File: src/inc/pcq_pkg.sv
// Constants and carrier types for the PWM channel counter block
package pcq_pkg;

   localparam int          CNT_W        = 16;
   localparam int          LAG_W        = CNT_W + 1;
   // Counter start value of the very first period after an enable
   localparam logic [15:0] CNT_FIRST    = 16'h0000;
   // Counter restart value at each later period boundary
   localparam logic [15:0] CNT_RESTART  = 16'h0001;
   localparam logic [15:0] PERIOD_RST   = 16'h0000;
   localparam logic [15:0] PERIOD_ZERO  = 16'h0000;
   localparam logic [16:0] LAG_RST      = 17'h00000;
   localparam logic [16:0] LAG_LAST     = 17'h00001;

   // Gray coded along idle -> first -> run -> lag -> idle
   typedef enum logic [1:0] {
      PCQ_IDLE  = 2'h0,
      PCQ_FIRST = 2'h1,
      PCQ_RUN   = 2'h3,
      PCQ_LAG   = 2'h2
   } pcq_state_type;

   // Channel configuration as presented by software
   typedef struct packed {
      logic              center_align_select;
      logic              polarity;
      logic [CNT_W-1:0]  period;
      logic [CNT_W-1:0]  duty;
   } pcq_cfg_type;

   // Period update strobe and its data
   typedef struct packed {
      logic              write;
      logic [CNT_W-1:0]  data;
   } pcq_upd_type;

endpackage

File: src/pcq_channel.sv
// One PWM channel: counter, period update, enable flag and event
////////////////////////////////////////////////////////////////////////////////
// Summary of operation
// - Later periods restart the counter at one
// - First period counts from zero to period
// - Center-aligned enable raises an event immediately
// - Zero written to period update is ignored
// - Flag stays one a full period after disable
module pcq_channel
   import pcq_pkg::*;
(
   // Clock and reset
   input  wire logic              clk,
   input  wire logic              reset,
   input  wire logic              clk_en,
   // Control strobes
   input  wire logic              enable_cmd,
   input  wire logic              disable_cmd,
   // Configuration
   input  wire pcq_cfg_type       cfg,
   input  wire pcq_upd_type       period_update_reg,
   // Status and waveform
   output logic                   channel_enabled_flag,
   output logic                   period_event,
   output logic                   pwm_wave
);

   ////////////////////////////////////////////////////////////////////////////
   // State
   pcq_state_type     state_reg;
   pcq_state_type     state_next;
   logic [CNT_W-1:0]  count_reg;
   logic              up_reg;
   logic              center_reg;
   logic [CNT_W-1:0]  period_reg;
   logic [CNT_W-1:0]  pend_reg;
   logic              pend_valid_reg;
   logic [LAG_W-1:0]  lag_reg;
   logic              running;
   logic              enable_start;
   logic              disable_start;
   logic              period_end;
   logic              upd_take;

   assign running       = (state_reg == PCQ_FIRST) || (state_reg == PCQ_RUN);
   assign enable_start  = enable_cmd;
   assign disable_start = disable_cmd && running && !enable_cmd;
   assign upd_take      = period_update_reg.write
                          && (period_update_reg.data != PERIOD_ZERO);

   // Left mode ends at the top, center mode ends back at the restart value
   assign period_end = running && (center_reg ? (!up_reg && count_reg <= CNT_RESTART)
                                              : (up_reg && count_reg >= period_reg));

   ////////////////////////////////////////////////////////////////////////////
   // Channel state
   always_comb begin
      state_next = state_reg;
      case (state_reg)
         PCQ_IDLE: begin
            if (enable_start) state_next = PCQ_FIRST;
         end
         PCQ_FIRST: begin
            if (enable_start) state_next = PCQ_FIRST;
            else if (disable_start) state_next = PCQ_LAG;
            else if (period_end) state_next = PCQ_RUN;
         end
         PCQ_RUN: begin
            if (enable_start) state_next = PCQ_FIRST;
            else if (disable_start) state_next = PCQ_LAG;
         end
         PCQ_LAG: begin
            if (enable_start) state_next = PCQ_FIRST;
            else if (lag_reg <= LAG_LAST) state_next = PCQ_IDLE;
         end
         default: state_next = PCQ_IDLE;
      endcase
   end

   always_ff @(posedge clk) begin
      if (reset) begin
         state_reg <= PCQ_IDLE;
      end else if (clk_en) begin
         state_reg <= state_next;
      end
   end

   ////////////////////////////////////////////////////////////////////////////
   // Counter
   always_ff @(posedge clk) begin
      if (reset) begin
         count_reg  <= CNT_FIRST;
         up_reg     <= 1'b1;
         center_reg <= 1'b0;
      end else if (clk_en) begin
         if (enable_start) begin
            count_reg  <= CNT_FIRST;
            up_reg     <= 1'b1;
            center_reg <= cfg.center_align_select;
         end else if (running) begin
            if (up_reg) begin
               if (count_reg >= period_reg) begin
                  if (center_reg) begin
                     up_reg    <= 1'b0;
                     count_reg <= count_reg - CNT_RESTART;
                  end else begin
                     count_reg <= CNT_RESTART;
                  end
               end else begin
                  count_reg <= count_reg + CNT_RESTART;
               end
            end else if (count_reg <= CNT_RESTART) begin
               // Bottom turn restarts at one, so later periods lose one cycle
               up_reg    <= 1'b1;
               count_reg <= CNT_RESTART;
            end else begin
               count_reg <= count_reg - CNT_RESTART;
            end
         end
      end
   end

   ////////////////////////////////////////////////////////////////////////////
   // Period and pending update
   always_ff @(posedge clk) begin
      if (reset) begin
         pend_reg       <= PERIOD_RST;
         pend_valid_reg <= 1'b0;
      end else if (clk_en) begin
         if (upd_take) begin
            pend_reg       <= period_update_reg.data;
            pend_valid_reg <= 1'b1;
         end else if (period_end || enable_start) begin
            pend_valid_reg <= 1'b0;
         end
      end
   end

   // Updates land only on a boundary so a period is never cut short
   always_ff @(posedge clk) begin
      if (reset) begin
         period_reg <= PERIOD_RST;
      end else if (clk_en) begin
         if (enable_start) begin
            period_reg <= cfg.period;
         end else if (period_end && pend_valid_reg) begin
            period_reg <= pend_reg;
         end
      end
   end

   ////////////////////////////////////////////////////////////////////////////
   // Enabled flag with its one period lag
   always_ff @(posedge clk) begin
      if (reset) begin
         lag_reg <= LAG_RST;
      end else if (clk_en) begin
         if (disable_start) begin
            lag_reg <= center_reg ? {period_reg, 1'b0} : {1'b0, period_reg};
         end else if (state_reg == PCQ_LAG && lag_reg != LAG_RST) begin
            lag_reg <= lag_reg - LAG_LAST;
         end
      end
   end

   always_ff @(posedge clk) begin
      if (reset) begin
         channel_enabled_flag <= 1'b0;
      end else if (clk_en) begin
         channel_enabled_flag <= (state_next != PCQ_IDLE);
      end
   end

   ////////////////////////////////////////////////////////////////////////////
   // Period event, including the spurious one on a center-aligned enable
   always_ff @(posedge clk) begin
      if (reset) begin
         period_event <= 1'b0;
      end else if (clk_en) begin
         period_event <= period_end || (enable_start && cfg.center_align_select);
      end
   end

   pcq_wave wave_unit (
      .clk      (clk),
      .reset    (reset),
      .clk_en   (clk_en),
      .active   (running),
      .polarity (cfg.polarity),
      .count    (count_reg),
      .duty     (cfg.duty),
      .wave     (pwm_wave)
   );
endmodule

File: src/pcq_wave.sv
// Duty comparator producing the registered waveform pin
module pcq_wave
   import pcq_pkg::*;
(
   // Clock and reset
   input  wire logic              clk,
   input  wire logic              reset,
   input  wire logic              clk_en,
   // Compare inputs
   input  wire logic              active,
   input  wire logic              polarity,
   input  wire logic [CNT_W-1:0]  count,
   input  wire logic [CNT_W-1:0]  duty,
   // Waveform
   output logic                   wave
);

   logic wave_next;

   // Idle level is the polarity itself so a stopped channel rests quietly
   always_comb begin
      wave_next = polarity;
      if (active) begin
         wave_next = (count < duty) ^ polarity;
      end
   end

   always_ff @(posedge clk) begin
      if (reset) begin
         wave <= 1'b0;
      end else if (clk_en) begin
         wave <= wave_next;
      end
   end

endmodule

File: config.mk
export PLATFORM = sky130hd
export DESIGN_NAME = pcq_channel
export DESIGN_NICKNAME = d
export VERILOG_FILES = /design/src/inc/pcq_pkg.sv /design/src/pcq_channel.sv /design/src/pcq_wave.sv
export SDC_FILE = /design/constraint.sdc
export NUM_CORES = 1
export LEC_CHECK = 0
export BUFFER_PORTS_ARGS = -buffer_cell sky130_fd_sc_hd__buf_4
export CAP_MARGIN = 20
export CELL_PAD_IN_SITES_DETAIL_PLACEMENT = 0
export CELL_PAD_IN_SITES_GLOBAL_PLACEMENT = 1
export CORE_MARGIN = 3
export CORE_UTILIZATION = 38
export DETAILED_ROUTE_END_ITERATION = 8
export PLACE_DENSITY_LB_ADDON = 0.1
export RECOVER_POWER = 25
export SETUP_SLACK_MARGIN = 0.1
export SLEW_MARGIN = 20
export SYNTH_ARGS = -nofsm -noshare
export SYNTH_HDL_FRONTEND = slang
export SYNTH_HIERARCHICAL = 1
export SYNTH_SLANG_ARGS = --single-unit
export TNS_END_PERCENT = 10
File: constraint.sdc
create_clock -name clk -period 3.5 [get_ports clk]
set_clock_uncertainty 0.15 [all_clocks]
set_input_delay 0 -clock clk [delete_from_list [all_inputs] [get_ports clk]]
set_output_delay 0 -clock clk [all_outputs]
set_load 0.03 [all_outputs]
==> metrics.yaml, run 1 <==
outcome:
  outcome: "complete, no violations"
place:
  dp_hpwl_mm: 11.66
  routabilityCongestion: 0.8665
  numPortBuffers: 58
  detailed_place.area_um2: 5743
  dp_slack_ns: 0.2888
  post-place-cells: 864
worst_setup_path:
  cp_data_arrival_time_ns: 3.33
  cells_along_the_critical_path: "inv_1, ha_1, nand2b_4, a2111oi_4, a2111oi_2, or3_4, a32o_2, a31o_4, o221a_2"
  total_buffers_and_inverters_traversed_by_the_critical_path: 1
  timing.critical_path.to_type: "flop"
  required_time_reported_for_the_critical_path_endpoint_ns: 3.58
  critical_path_peak_fanout: 16
  cpLargestDelayFamily: "compound AO/OA/AOI/OAI gates"
  criticalPathCategory: "flop to flop"
  crit_path_start_kind: "flop"
  ff2ff_setup_slack_ns: 0.26
  worst_path_largest_cell_delay_ns: 0.51
  critical-path-slowest-cell: "dfxtp_1"
cts:
  cts-buffers-inserted: 9
  clock_insertion_delay_worst_skew_ns: 0.34
  cts_tree: "built"
  cts.root.buffer_cell: "clkbuf_16"
  clock_sinks: 73
  post_cts_buffers: 0
  htree_num_levels: 3
  cts_buffer_depth: 2
  clkTransAtPathRegs_ns: 0.06
sta:
  fin_crit_ns: 3.244
  timing.final.max_slew_violations: 0
  rsz0062_at_grt: "false"
  max_slew_margin_pct: 45.43
  finalHoldViolCount: 0
  setup_slack_ns: 0.2558
  max_freq_mhz: 308.2
  setup-tns-final_ns: 0
  hold-worst-slack_ns: 0.2430
  finalSetupViolations: 0
  post-route-period-util_pct: 92.69
  worst_slew_pin_slew_ns: 0.8166
detailed_routing:
  drc: 0
  ant_nets: 0
  finalWirelength_mm: 15.96
  drt_iter0_markers: 456
  drt-wirelength-per-cell_um: 17.37
  via_per_inst: 5.625
  detail_route.first_pass.iterations: 5
  routed-via-count: 5169
layout:
  layout.core_utilization_pct: 50.14
  area_growth_syn_to_layout_pct: 26.47
  layoutNonFillerInstCount: 919
  layout.cells.most_common: "nor2_1"
  n_antenna_cell: 0
  drive_above_1_share_pct: 17.67
  max_ffs_per_register: 17
  layout.nets: 834
  leading_cell_types_in_the_layout_fill_and_taps_excluded: "nor2_1, buf_4, dfxtp_1"
  postLayoutCellArea_um2: 6456
grt:
  grt_first_pass_wirelength_mm: 25.28
  grt_max_degree: 57
  groute.usage.overall_pct: 21.87
  first_global_vias: 4755
  grt.overflow.total: 0
  grt_antenna_before_repair: 0
pwr:
  worst_vdd_drop_v: 0.0003239
  power_mw: 2.295
  power.density_cell_area_nw_per_um2: 355.5
  cellLeakagePower_nw: 2.709
job:
  max_cap_violations: 0
synthesis:
  top_cells_by_area_in_the_synthesized_netlist: "dfxtp_1, ha_1, nor2_1, a21oi_1, mux2i_1"
  synth_async_sr_flop_share_pct: 0
  synth-seq-cells: 73
  postSynth.topFlopCell: "dfxtp_1"
  post_synth_num_cell_types: 71
  synth.largest_area_cell: "dfxtp_1"
  postSynthAreaPerCell_um2: 7.794
  syn_nets: 747
  syn-cell-area_um2: 5105
  yosysTopAreaCellShare_pct: 28.63
  synth.yosys.warnings: 6
  postSynthCellCount: 655
  synth-edff-count: 0
  synth_sequential_area_ratio_pct: 28.63
floorplanning:
  area_of_the_die_um2: 14860
  placeableCoreArea_um2: 12880
  initial_core_util_pct: 39.65
  fp.dieW_um: 121.9
  fp-row-count: 41
  design.portCount: 59
  overall_die_height_um: 121.9
worst_hold_path:
  hold_path_class: "primary input to flop"
synthesized netlist by cell type, types with 4 or more instances:
master,number
nor2_1,80
nor3_1,13
a221oi_1,5
nand2b_1,6
nor4_1,10
mux2i_1,24
nand3_1,19
o22ai_1,26
dfxtp_1,73
o21ai_0,28
nand4_1,8
a211oi_1,12
clkbuf_1,34
o221a_2,16
and3_1,4
a21oi_1,56
ha_1,36
inv_1,43
buf_2,6
nand2_1,59
a22oi_1,9
a31oi_1,10
or3_1,6
worst paths after layout:
| kind | start | end | cells past startpoint |
|---|---|---|---|
| hold reg to reg | lag_reg[2] | lag_reg[2] | 2 |
| hold / removal | cfg[14] | wave_unit/wave | 8 |
| setup / recovery | count_reg[0] | period_reg[7] | 9 |
| setup reg to reg | count_reg[0] | period_reg[7] | 9 |
metal layers:
| metal | track usage, % | wire [um] | vias to the layer above |
|---|---|---|---|
| met5 | 0 | 0 | - |
| met1 | 31.66 | 7852 | 2404 |
| met2 | 31.66 | 6734 | 149 |
| li1 | - | - | 2592 |
| met3 | 4.921 | 971 | 24 |
| met4 | 7.983 | 402 | 0 |
layout make-up:
cell class,instances,area [um^2]
fillers,1248,6420
multi-input cells,496,3308
flip-flops and latches,73,1461
repair buffers,119,979.7
clock buffers,10,239.0
well taps,172,215.2
inverters,43,161.4
clock inverters,6,91.34
repair_timing:
action                                 CTS  global route
resized for setup                        0             0
endpoints found under the hold margin   43             0
hold buffers                            39             0
where the power goes:
group          switching [mW]  leakage, nW  internal (mW)
sequential             0.0317        0.594          0.859
combinational           0.196         1.95          0.179
clock                   0.384        0.163          0.646
total                   0.611         2.71           1.68
worst register-to-register path, delay by kind of cell, from the launching register on:
kind | cells | cell delay (ns)
AO/OA/AOI/OAI | 5 | 1.42
AND/OR/NAND/NOR | 2 | 0.62
buffers and inverters | 1 | 0.14
flip-flops | 1 | 0.51
adder cells (fa/ha/maj) | 1 | 0.31
cell families (layout without fill, tap and decap cells):
kind of cell / Yosys count / in the layout / share of synthesized area [%]
AO/OA/AOI/OAI: 199 / 199 / 27.38
XOR/XNOR: 4 / 4 / 0.6864
adder cells (fa/ha/maj): 36 / 36 / 8.823
buffers and inverters: 86 / 178 / 6.912
flip-flops: 73 / 73 / 28.63
multiplexers: 24 / 24 / 4.706
AND/OR/NAND/NOR: 233 / 233 / 22.87
(Power assumes the default switching activity.)
==> inputs of run 2 (changes only) <==
--- a/config.mk
+++ b/config.mk
@@ -5,6 +5,7 @@
 export SDC_FILE = /design/constraint.sdc
 export NUM_CORES = 1
 export LEC_CHECK = 0
+export ABC_AREA = 1
 export BUFFER_PORTS_ARGS = -buffer_cell sky130_fd_sc_hd__buf_4
 export CAP_MARGIN = 20
 export CELL_PAD_IN_SITES_DETAIL_PLACEMENT = 0
==> metrics.yaml, run 2 <==
outcome:
  outcome: "complete, no violations"
sta:
  rsz0062_at_grt: "false"
  hold-worst-slack_ns: 0.04256  # -0.2004 ns
  setup-tns-final_ns: 0  # unchanged
  worst_slew_pin_slew_ns: 1.101  # +0.2841 ns
  timing.final.max_slew_violations: 0  # unchanged
  fin_crit_ns: 2.754  # -0.4907 ns
  max_slew_margin_pct: 26.54  # -19 points
  finalSetupViolations: 0  # unchanged
  finalHoldViolCount: 0  # unchanged
  max_freq_mhz: 363.2  # +18%
  post-route-period-util_pct: 78.67  # -14 points
synthesis:
  postSynthCellCount: 800  # +22%
  post_synthesis_xor_xnor_area_fraction_pct: 3.911  # +3.2 points
  syn-cell-area_um2: 5375  # +5.3%
  synth.largest_area_cell: "dfxtp_1"
  syn_nets: 892  # +19%
  synth_compound_area_share_pct: 24.32  # -3.1 points
  post_synth_most_frequent_cells: "nand2_1, inv_1, dfxtp_1, a21oi_1, o21ai_0"
  synth-edff-count: 0  # unchanged
  synth-seq-cells: 73  # unchanged
  top_cells_by_area_in_the_synthesized_netlist: "dfxtp_1, nand2_1, ha_1, inv_1, a21oi_1"
  postSynthAreaPerCell_um2: 6.719  # -14%
  yosysTopAreaCellShare_pct: 27.19  # -1.4 points
  synth.yosys.warnings: 6  # unchanged
  synth_async_sr_flop_share_pct: 0  # unchanged
  synth-adder-area-share_pct: 8.380  # -0.44 points
  post-synth-top-count-cell: "nand2_1"
  postSynth.topFlopCell: "dfxtp_1"
  synth_sequential_area_ratio_pct: 27.19  # -1.4 points
  synth.mux.area_fraction_pct: 0  # -4.7 points
  synth_top_family_by_area: "simple AND/OR/NAND/NOR gates"
  post_synth_num_cell_types: 39  # -45%
  yosys.area_share.simple_pct: 24.60  # +1.7 points
worst_setup_path:
  timing.critical_path.to_type: "flop"
  ff2ff_setup_slack_ns: 0.75  # +0.49 ns
  cp_data_arrival_time_ns: 2.81  # -0.52 ns
  critical-path-slowest-cell: "dfxtp_1"
  regToRegStartpoint: "count_reg[6]"
  ff2ff_path_depth: 15  # +6
  criticalPathCategory: "flop to flop"
  worst_path_largest_cell_delay_ns: 0.56  # +0.05 ns
  critical-path-top-cell-by-count: "nand2_1"
  cpLargestDelayFamily: "simple AND/OR/NAND/NOR gates"
  total_buffers_and_inverters_traversed_by_the_critical_path: 1  # unchanged
  cells_along_the_critical_path: "ha_1, nand2_1, inv_2, nand2_1, nor2_1, nor2_1, nand2_1, nand2_1, nand2_2, nand2_1, nand2_1, nand3_1, nand2_2, o21ai_1, a21oi_2"
  regToRegEndpoint: "period_reg[6]"
  crit_path_start_kind: "flop"
  required_time_reported_for_the_critical_path_endpoint_ns: 3.55  # -0.03 ns
  critical_path_peak_fanout: 32  # +16
cts:
  cts.root.buffer_cell: "clkbuf_16"
  post_cts_buffers: 0  # unchanged
  clock_sinks: 73  # unchanged
  clock_insertion_delay_worst_skew_ns: 0.34  # about the same
  clkTransAtPathRegs_ns: 0.07  # about the same
  cts_buffer_depth: 2  # unchanged
  cts-buffers-inserted: 9  # unchanged
  post_cts_resized: 0  # unchanged
  htree_num_levels: 3  # unchanged
  cts_tree: "built"
detailed_routing:
  detail_route.first_pass.iterations: 4  # -1
  ant_nets: 0  # unchanged
  drc: 0  # unchanged
  drt-wirelength-per-cell_um: 14.40  # -17%
  drt_iter0_markers: 338  # -26%
  finalWirelength_mm: 15.22  # -4.6%
  routed-via-count: 5288  # +2.3%
  via_per_inst: 5.003  # -11%
layout:
  fill_cells: 1368  # +9.6%
  postLayoutCellArea_um2: 6526  # +1.1%
  max_ffs_per_register: 17  # unchanged
  n_antenna_cell: 0  # unchanged
  leading_cell_types_in_the_layout_fill_and_taps_excluded: "nand2_1, inv_1, dfxtp_1"
  drive_above_1_share_pct: 15.66  # -2.0 points
  layoutNonFillerInstCount: 1057  # +15%
  area_growth_syn_to_layout_pct: 21.42
  layout.cells.most_common: "nand2_1"
  layout.nets: 969  # +16%
floorplanning:
  initial_core_util_pct: 39.65  # about the same
  fp.dieW_um: 124.9  # +2.5%
  area_of_the_die_um2: 15610  # +5.0%
  overall_die_height_um: 124.9  # +2.5%
  placeableCoreArea_um2: 13560  # +5.3%
  fp-row-count: 42  # +2.4%
  design.portCount: 59  # unchanged
grt:
  grt_antenna_before_repair: 0  # unchanged
  first_global_vias: 5011  # +5.4%
  grt.overflow.total: 0  # unchanged
  grt_first_pass_wirelength_mm: 25.21  # -0.30%
  groute.usage.overall_pct: 19.74  # -2.1 points
  grt_max_degree: 42  # -26%
worst_hold_path:
  holdPathEnd: "period_reg[1]"
  whs_path_depth: 4  # -4
  hp-start: "enable_cmd"
  hold_path_class: "primary input to flop"
pwr:
  cellLeakagePower_nw: 2.946  # +8.8%
  power.density_cell_area_nw_per_um2: 343.3  # -3.4%
  worst_vdd_drop_v: 0.0002233  # -31%
job:
  max_cap_violations: 0  # unchanged
place:
  post-place-cells: 1005  # +16%
  numPortBuffers: 58  # unchanged
  detailed_place.area_um2: 5898  # +2.7%
  routabilityCongestion: 0.8291  # -4.3%
  dp_hpwl_mm: 11.06  # -5.1%
## run 2: cell type report
class	count	area (um^2)	area share [%]
clock buffer	9	225.2	3.451
clock inverter	6	45.04	0.6902
inverter	120	452.9	6.940
multi-input combinational	573	3296	50.50
sequential	73	1461	22.39
tap	176	220.2	3.374
timing repair buffer	100	825.8	12.65
## run 2: worst max-delay path by stage
| stage | from | endpoint | slack, ns | cells past startpoint |
|---|---|---|---|---|
| after floorplan | count_reg[6] | count_reg[6] | 1.39 | 14 |
| after global placement | count_reg[6] | period_reg[0] | 0.81 | 15 |
| after detailed placement | count_reg[6] | period_reg[0] | 0.75 | 15 |
| after CTS | count_reg[6] | period_reg[1] | 0.73 | 15 |
| after global routing | count_reg[4] | period_reg[0] | 0.35 | 15 |
| final | count_reg[6] | period_reg[6] | 0.75 | 15 |
## run 2: cells by family (layout without fill, tap and decap cells)
family                   Yosys count  count (layout)
AO/OA/AOI/OAI                    217             217
XOR/XNOR                          24              24
adder cells (fa/ha/maj)           36              36
buffers and inverters            154             235
flip-flops                        73              73
AND/OR/NAND/NOR                  296             296
## run 2: metal layers
layer	up-vias	track usage, %	part of all wire [%]
li1	2798	-	-
met1	2351	28.15	51
met2	122	30.03	43
met3	17	4.307	4.2
met4	0	5.804	2.1
met5	-	0	0
## run 2: stage by stage
step | worst slack, ns | total power [mW] | utilization, %
global route | 0.3467 | 2.366 | 48.14
floorplan | 1.390 | 1.216 | -
detailed placement | 0.7469 | 1.359 | 43.50
finish | 0.7464 | 2.241 | 48.14
CTS | 0.7259 | 2.269 | 48.23
global placement | 0.8056 | 1.354 | 43.50
## run 2: tightest hold or removal path, delay by kind of cell
kind / cells / cell delay, ns
buf+inv: 1 / 0.21
compound gates: 2 / 0.18
simple gates: 1 / 0.09
## run 2: power by group
group	internal [mW]	total, mW	switching (mW)
logic	0.194	0.477	0.283
registers	0.868	0.895	0.0270
clock network	0.478	0.869	0.390
total	1.54	2.24	0.701
## run 2: what timing repair did
action	4_1_cts	5_1_grt
hold endpoints to repair	56	0
hold buffers	37	0
endpoints found under the setup margin	0	0
==> inputs of run 3 (changes only) <==
==> constraint.sdc (replaced) <==
create_clock -name clk -period 2.76 [get_ports clk]
set_clock_uncertainty 0.15 [all_clocks]
set_input_delay 0 -clock clk [delete_from_list [all_inputs] [get_ports clk]]
set_output_delay 0 -clock clk [all_outputs]
set_load 0.03 [all_outputs]
==> metrics.yaml, run 3 (synthesis results as in run 2) <==
outcome:
  outcome: "complete, no violations"
worst_setup_path:
  required_time_reported_for_the_critical_path_endpoint_ns: 2.87  # -0.68 ns
  ff2ff_path_depth: 16  # +1
  critical_path_peak_fanout: 26  # -19%
  regToRegStartpoint: "period_reg[5]"
  crit_path_start_kind: "primary input"
  criticalPathCategory: "primary input to flop"
  ff2ff_setup_slack_ns: 0.35  # -0.40 ns
  timing.critical_path.to_type: "flop"
  regToRegEndpoint: "period_reg[9]"
  cp_data_arrival_time_ns: 2.58  # -0.23 ns
cts:
  cts-buffers-inserted: 9  # unchanged
  clock_sinks: 73  # unchanged
  cts_buffer_depth: 2  # unchanged
  post_cts_buffers: 0  # unchanged
  htree_num_levels: 3  # unchanged
  cts_tree: "built"
  clock_insertion_delay_worst_skew_ns: 0.33  # about the same
  clkTransAtPathRegs_ns: 0.06  # about the same
  cts.root.buffer_cell: "clkbuf_16"
detailed_routing:
  ant_nets: 0  # unchanged
  routed-via-count: 5469  # +3.4%
  drc: 0  # unchanged
  via_per_inst: 5.059  # +1.1%
  drt_iter0_markers: 340  # +0.59%
  finalWirelength_mm: 15.68  # +3.0%
  detail_route.first_pass.iterations: 6  # +2
  drt-wirelength-per-cell_um: 14.50  # +0.70%
grt:
  grt_first_pass_wirelength_mm: 25.33  # +0.49%
  groute.usage.overall_pct: 19.50  # -0.24 points
  grt_max_degree: 42  # unchanged
  grt.overflow.total: 0  # unchanged
  first_global_vias: 5217  # +4.1%
  grt_antenna_before_repair: 0  # unchanged
floorplanning:
  fp-row-count: 42  # unchanged
  initial_core_util_pct: 39.65  # unchanged
  placeableCoreArea_um2: 13560  # unchanged
  area_of_the_die_um2: 15610  # unchanged
  overall_die_height_um: 124.9  # unchanged
  design.portCount: 59  # unchanged
  fp.dieW_um: 124.9  # unchanged
sta:
  finalHoldViolCount: 0  # unchanged
  timing.final.max_slew_violations: 0  # unchanged
  worst_slew_pin_slew_ns: 0.9731  # -0.1276 ns
  setup-tns-final_ns: 0  # unchanged
  finalSetupViolations: 0  # unchanged
  post-route-period-util_pct: 89.61
  fin_crit_ns: 2.473
  rsz0062_at_grt: "true"
  max_slew_margin_pct: 35.13  # +8.6 points
  setup_slack_ns: 0.2867  # -0.4598 ns
  max_freq_mhz: 404.3
  hold-worst-slack_ns: 0.05456  # +0.01201 ns
job:
  max_cap_violations: 0  # unchanged
layout:
  ff_latch_area_um2: 1461  # unchanged
  leading_cell_types_in_the_layout_fill_and_taps_excluded: "nand2_1, inv_1, buf_4"
  max_ffs_per_register: 17  # unchanged
  drive_above_1_share_pct: 17.24  # +1.6 points
  multi_input_area_um2: 3293  # about the same
  n_antenna_cell: 0  # unchanged
  fill_cells: 1358  # -0.73%
  layout.cells.most_common: "nand2_1"
  layout.nets: 992  # +2.4%
  area_growth_syn_to_layout_pct: 25.74
pwr:
  power.internal_mw: 2.195  # +43%
  seqPwrFrac_pct: 37.1  # -2.8 points
  worst_vdd_drop_v: 0.0003685  # +65%
  power.density_cell_area_nw_per_um2: 450.6  # +31%
  p_clk_share_pct: 42.4  # +3.6 points
  p_comb_share_pct: 20.6  # -0.7 points
  switching_share_pct: 27.91  # -3.4 points
  netSwitchingPower_uw: 850.0  # +21%
  cellLeakagePower_nw: 3.100  # +5.2%
worst_hold_path:
  hold_path_class: "primary input to flop"
  hp-start: "enable_cmd"
  whs_path_depth: 4  # unchanged
  holdPathEnd: "period_reg[1]"
place:
  numPortBuffers: 58  # unchanged
  routabilityCongestion: 0.8221  # -0.84%
  dp_hpwl_mm: 11.77  # +6.4%
  dp_slack_ns: 0.1994  # -0.5476 ns
-- run 3: cell types whose count changed in the layout (fill, tap and decap cells not counted), moves of 2 or more --
cell | previous run | this run
clkbuf_8 | 0 | 2
dlygate4sd3_1 | 37 | 40
nand2_2 | 5 | 3
clkbuf_1 | 4 | 6
bufinv_16 | 0 | 2
clkinvlp_4 | 3 | 1
buf_4 | 58 | 76
-- run 3: timing repair --
action                                 CTS  global route
endpoints found under the hold margin   55             0
setup endpoints to repair                0            19
resized for setup                        0             1
hold buffers                            40             0
-- run 3: worst max path at each step --
stage,from,to,slack (ns),depth (start not counted)
floorplan,count_reg[6],count_reg[6],0.65,14
global placement,period_reg[5],period_reg[13],0.26,16
detailed placement,period_reg[5],period_reg[7],0.20,16
CTS,period_reg[5],period_reg[7],0.18,16
global route,period_reg[7],count_reg[10],0.05,14
finish,period_update_reg[7],pend_reg[7],0.29,8
-- run 3: power groups by stage --
stage / sequential, mW / clock [mW] / combinational (mW)
detailed placement: 1.15 / 0 / 0.582
floorplan: 1.15 / 0 / 0.390
global placement: 1.15 / 0 / 0.573
finish: 1.13 / 1.29 / 0.627
global route: 1.13 / 1.36 / 0.703
CTS: 1.13 / 1.32 / 0.629
-- run 3: metrics by stage --
step                std cells  utilization, %  cell area [um^2]  power [mW]
finish                   1081           49.85              6759       3.045
global route             1081           49.85              6759       3.191
CTS                      1081           50.00              6779       3.073
detailed placement       1025           44.61              6048       1.733
global placement         1025           44.61              6048       1.723
floorplan                 800               -              5375       1.542
-- run 3: area by class of cell --
cell class	count	share of cell area, %
repair buffers	123	14.81
multi-input cells	573	48.72
well taps	176	3.258
flip-flops and latches	73	21.62
clock buffers	11	3.739
clock inverters	5	1.148
inverters	120	6.701
-- run 3: per-layer routing --
layer	global-route usage (%)	vias to the layer above	wire length [um]
li1	-	2838	-
met4	4.273	0	257
met2	31.49	137	6900
met1	27.51	2473	7773
met3	3.241	21	746
met5	0	-	0
-- run 3: worst max-delay path, cell delays in order --
cell	delay, ns
dlygate4sd3_1	0.53
clkbuf_4	0.14
nor4_1	0.36
nand4_1	0.14
nand3_1	0.22
clkbuf_1	0.76
o21ai_0	0.24
a21oi_1	0.17
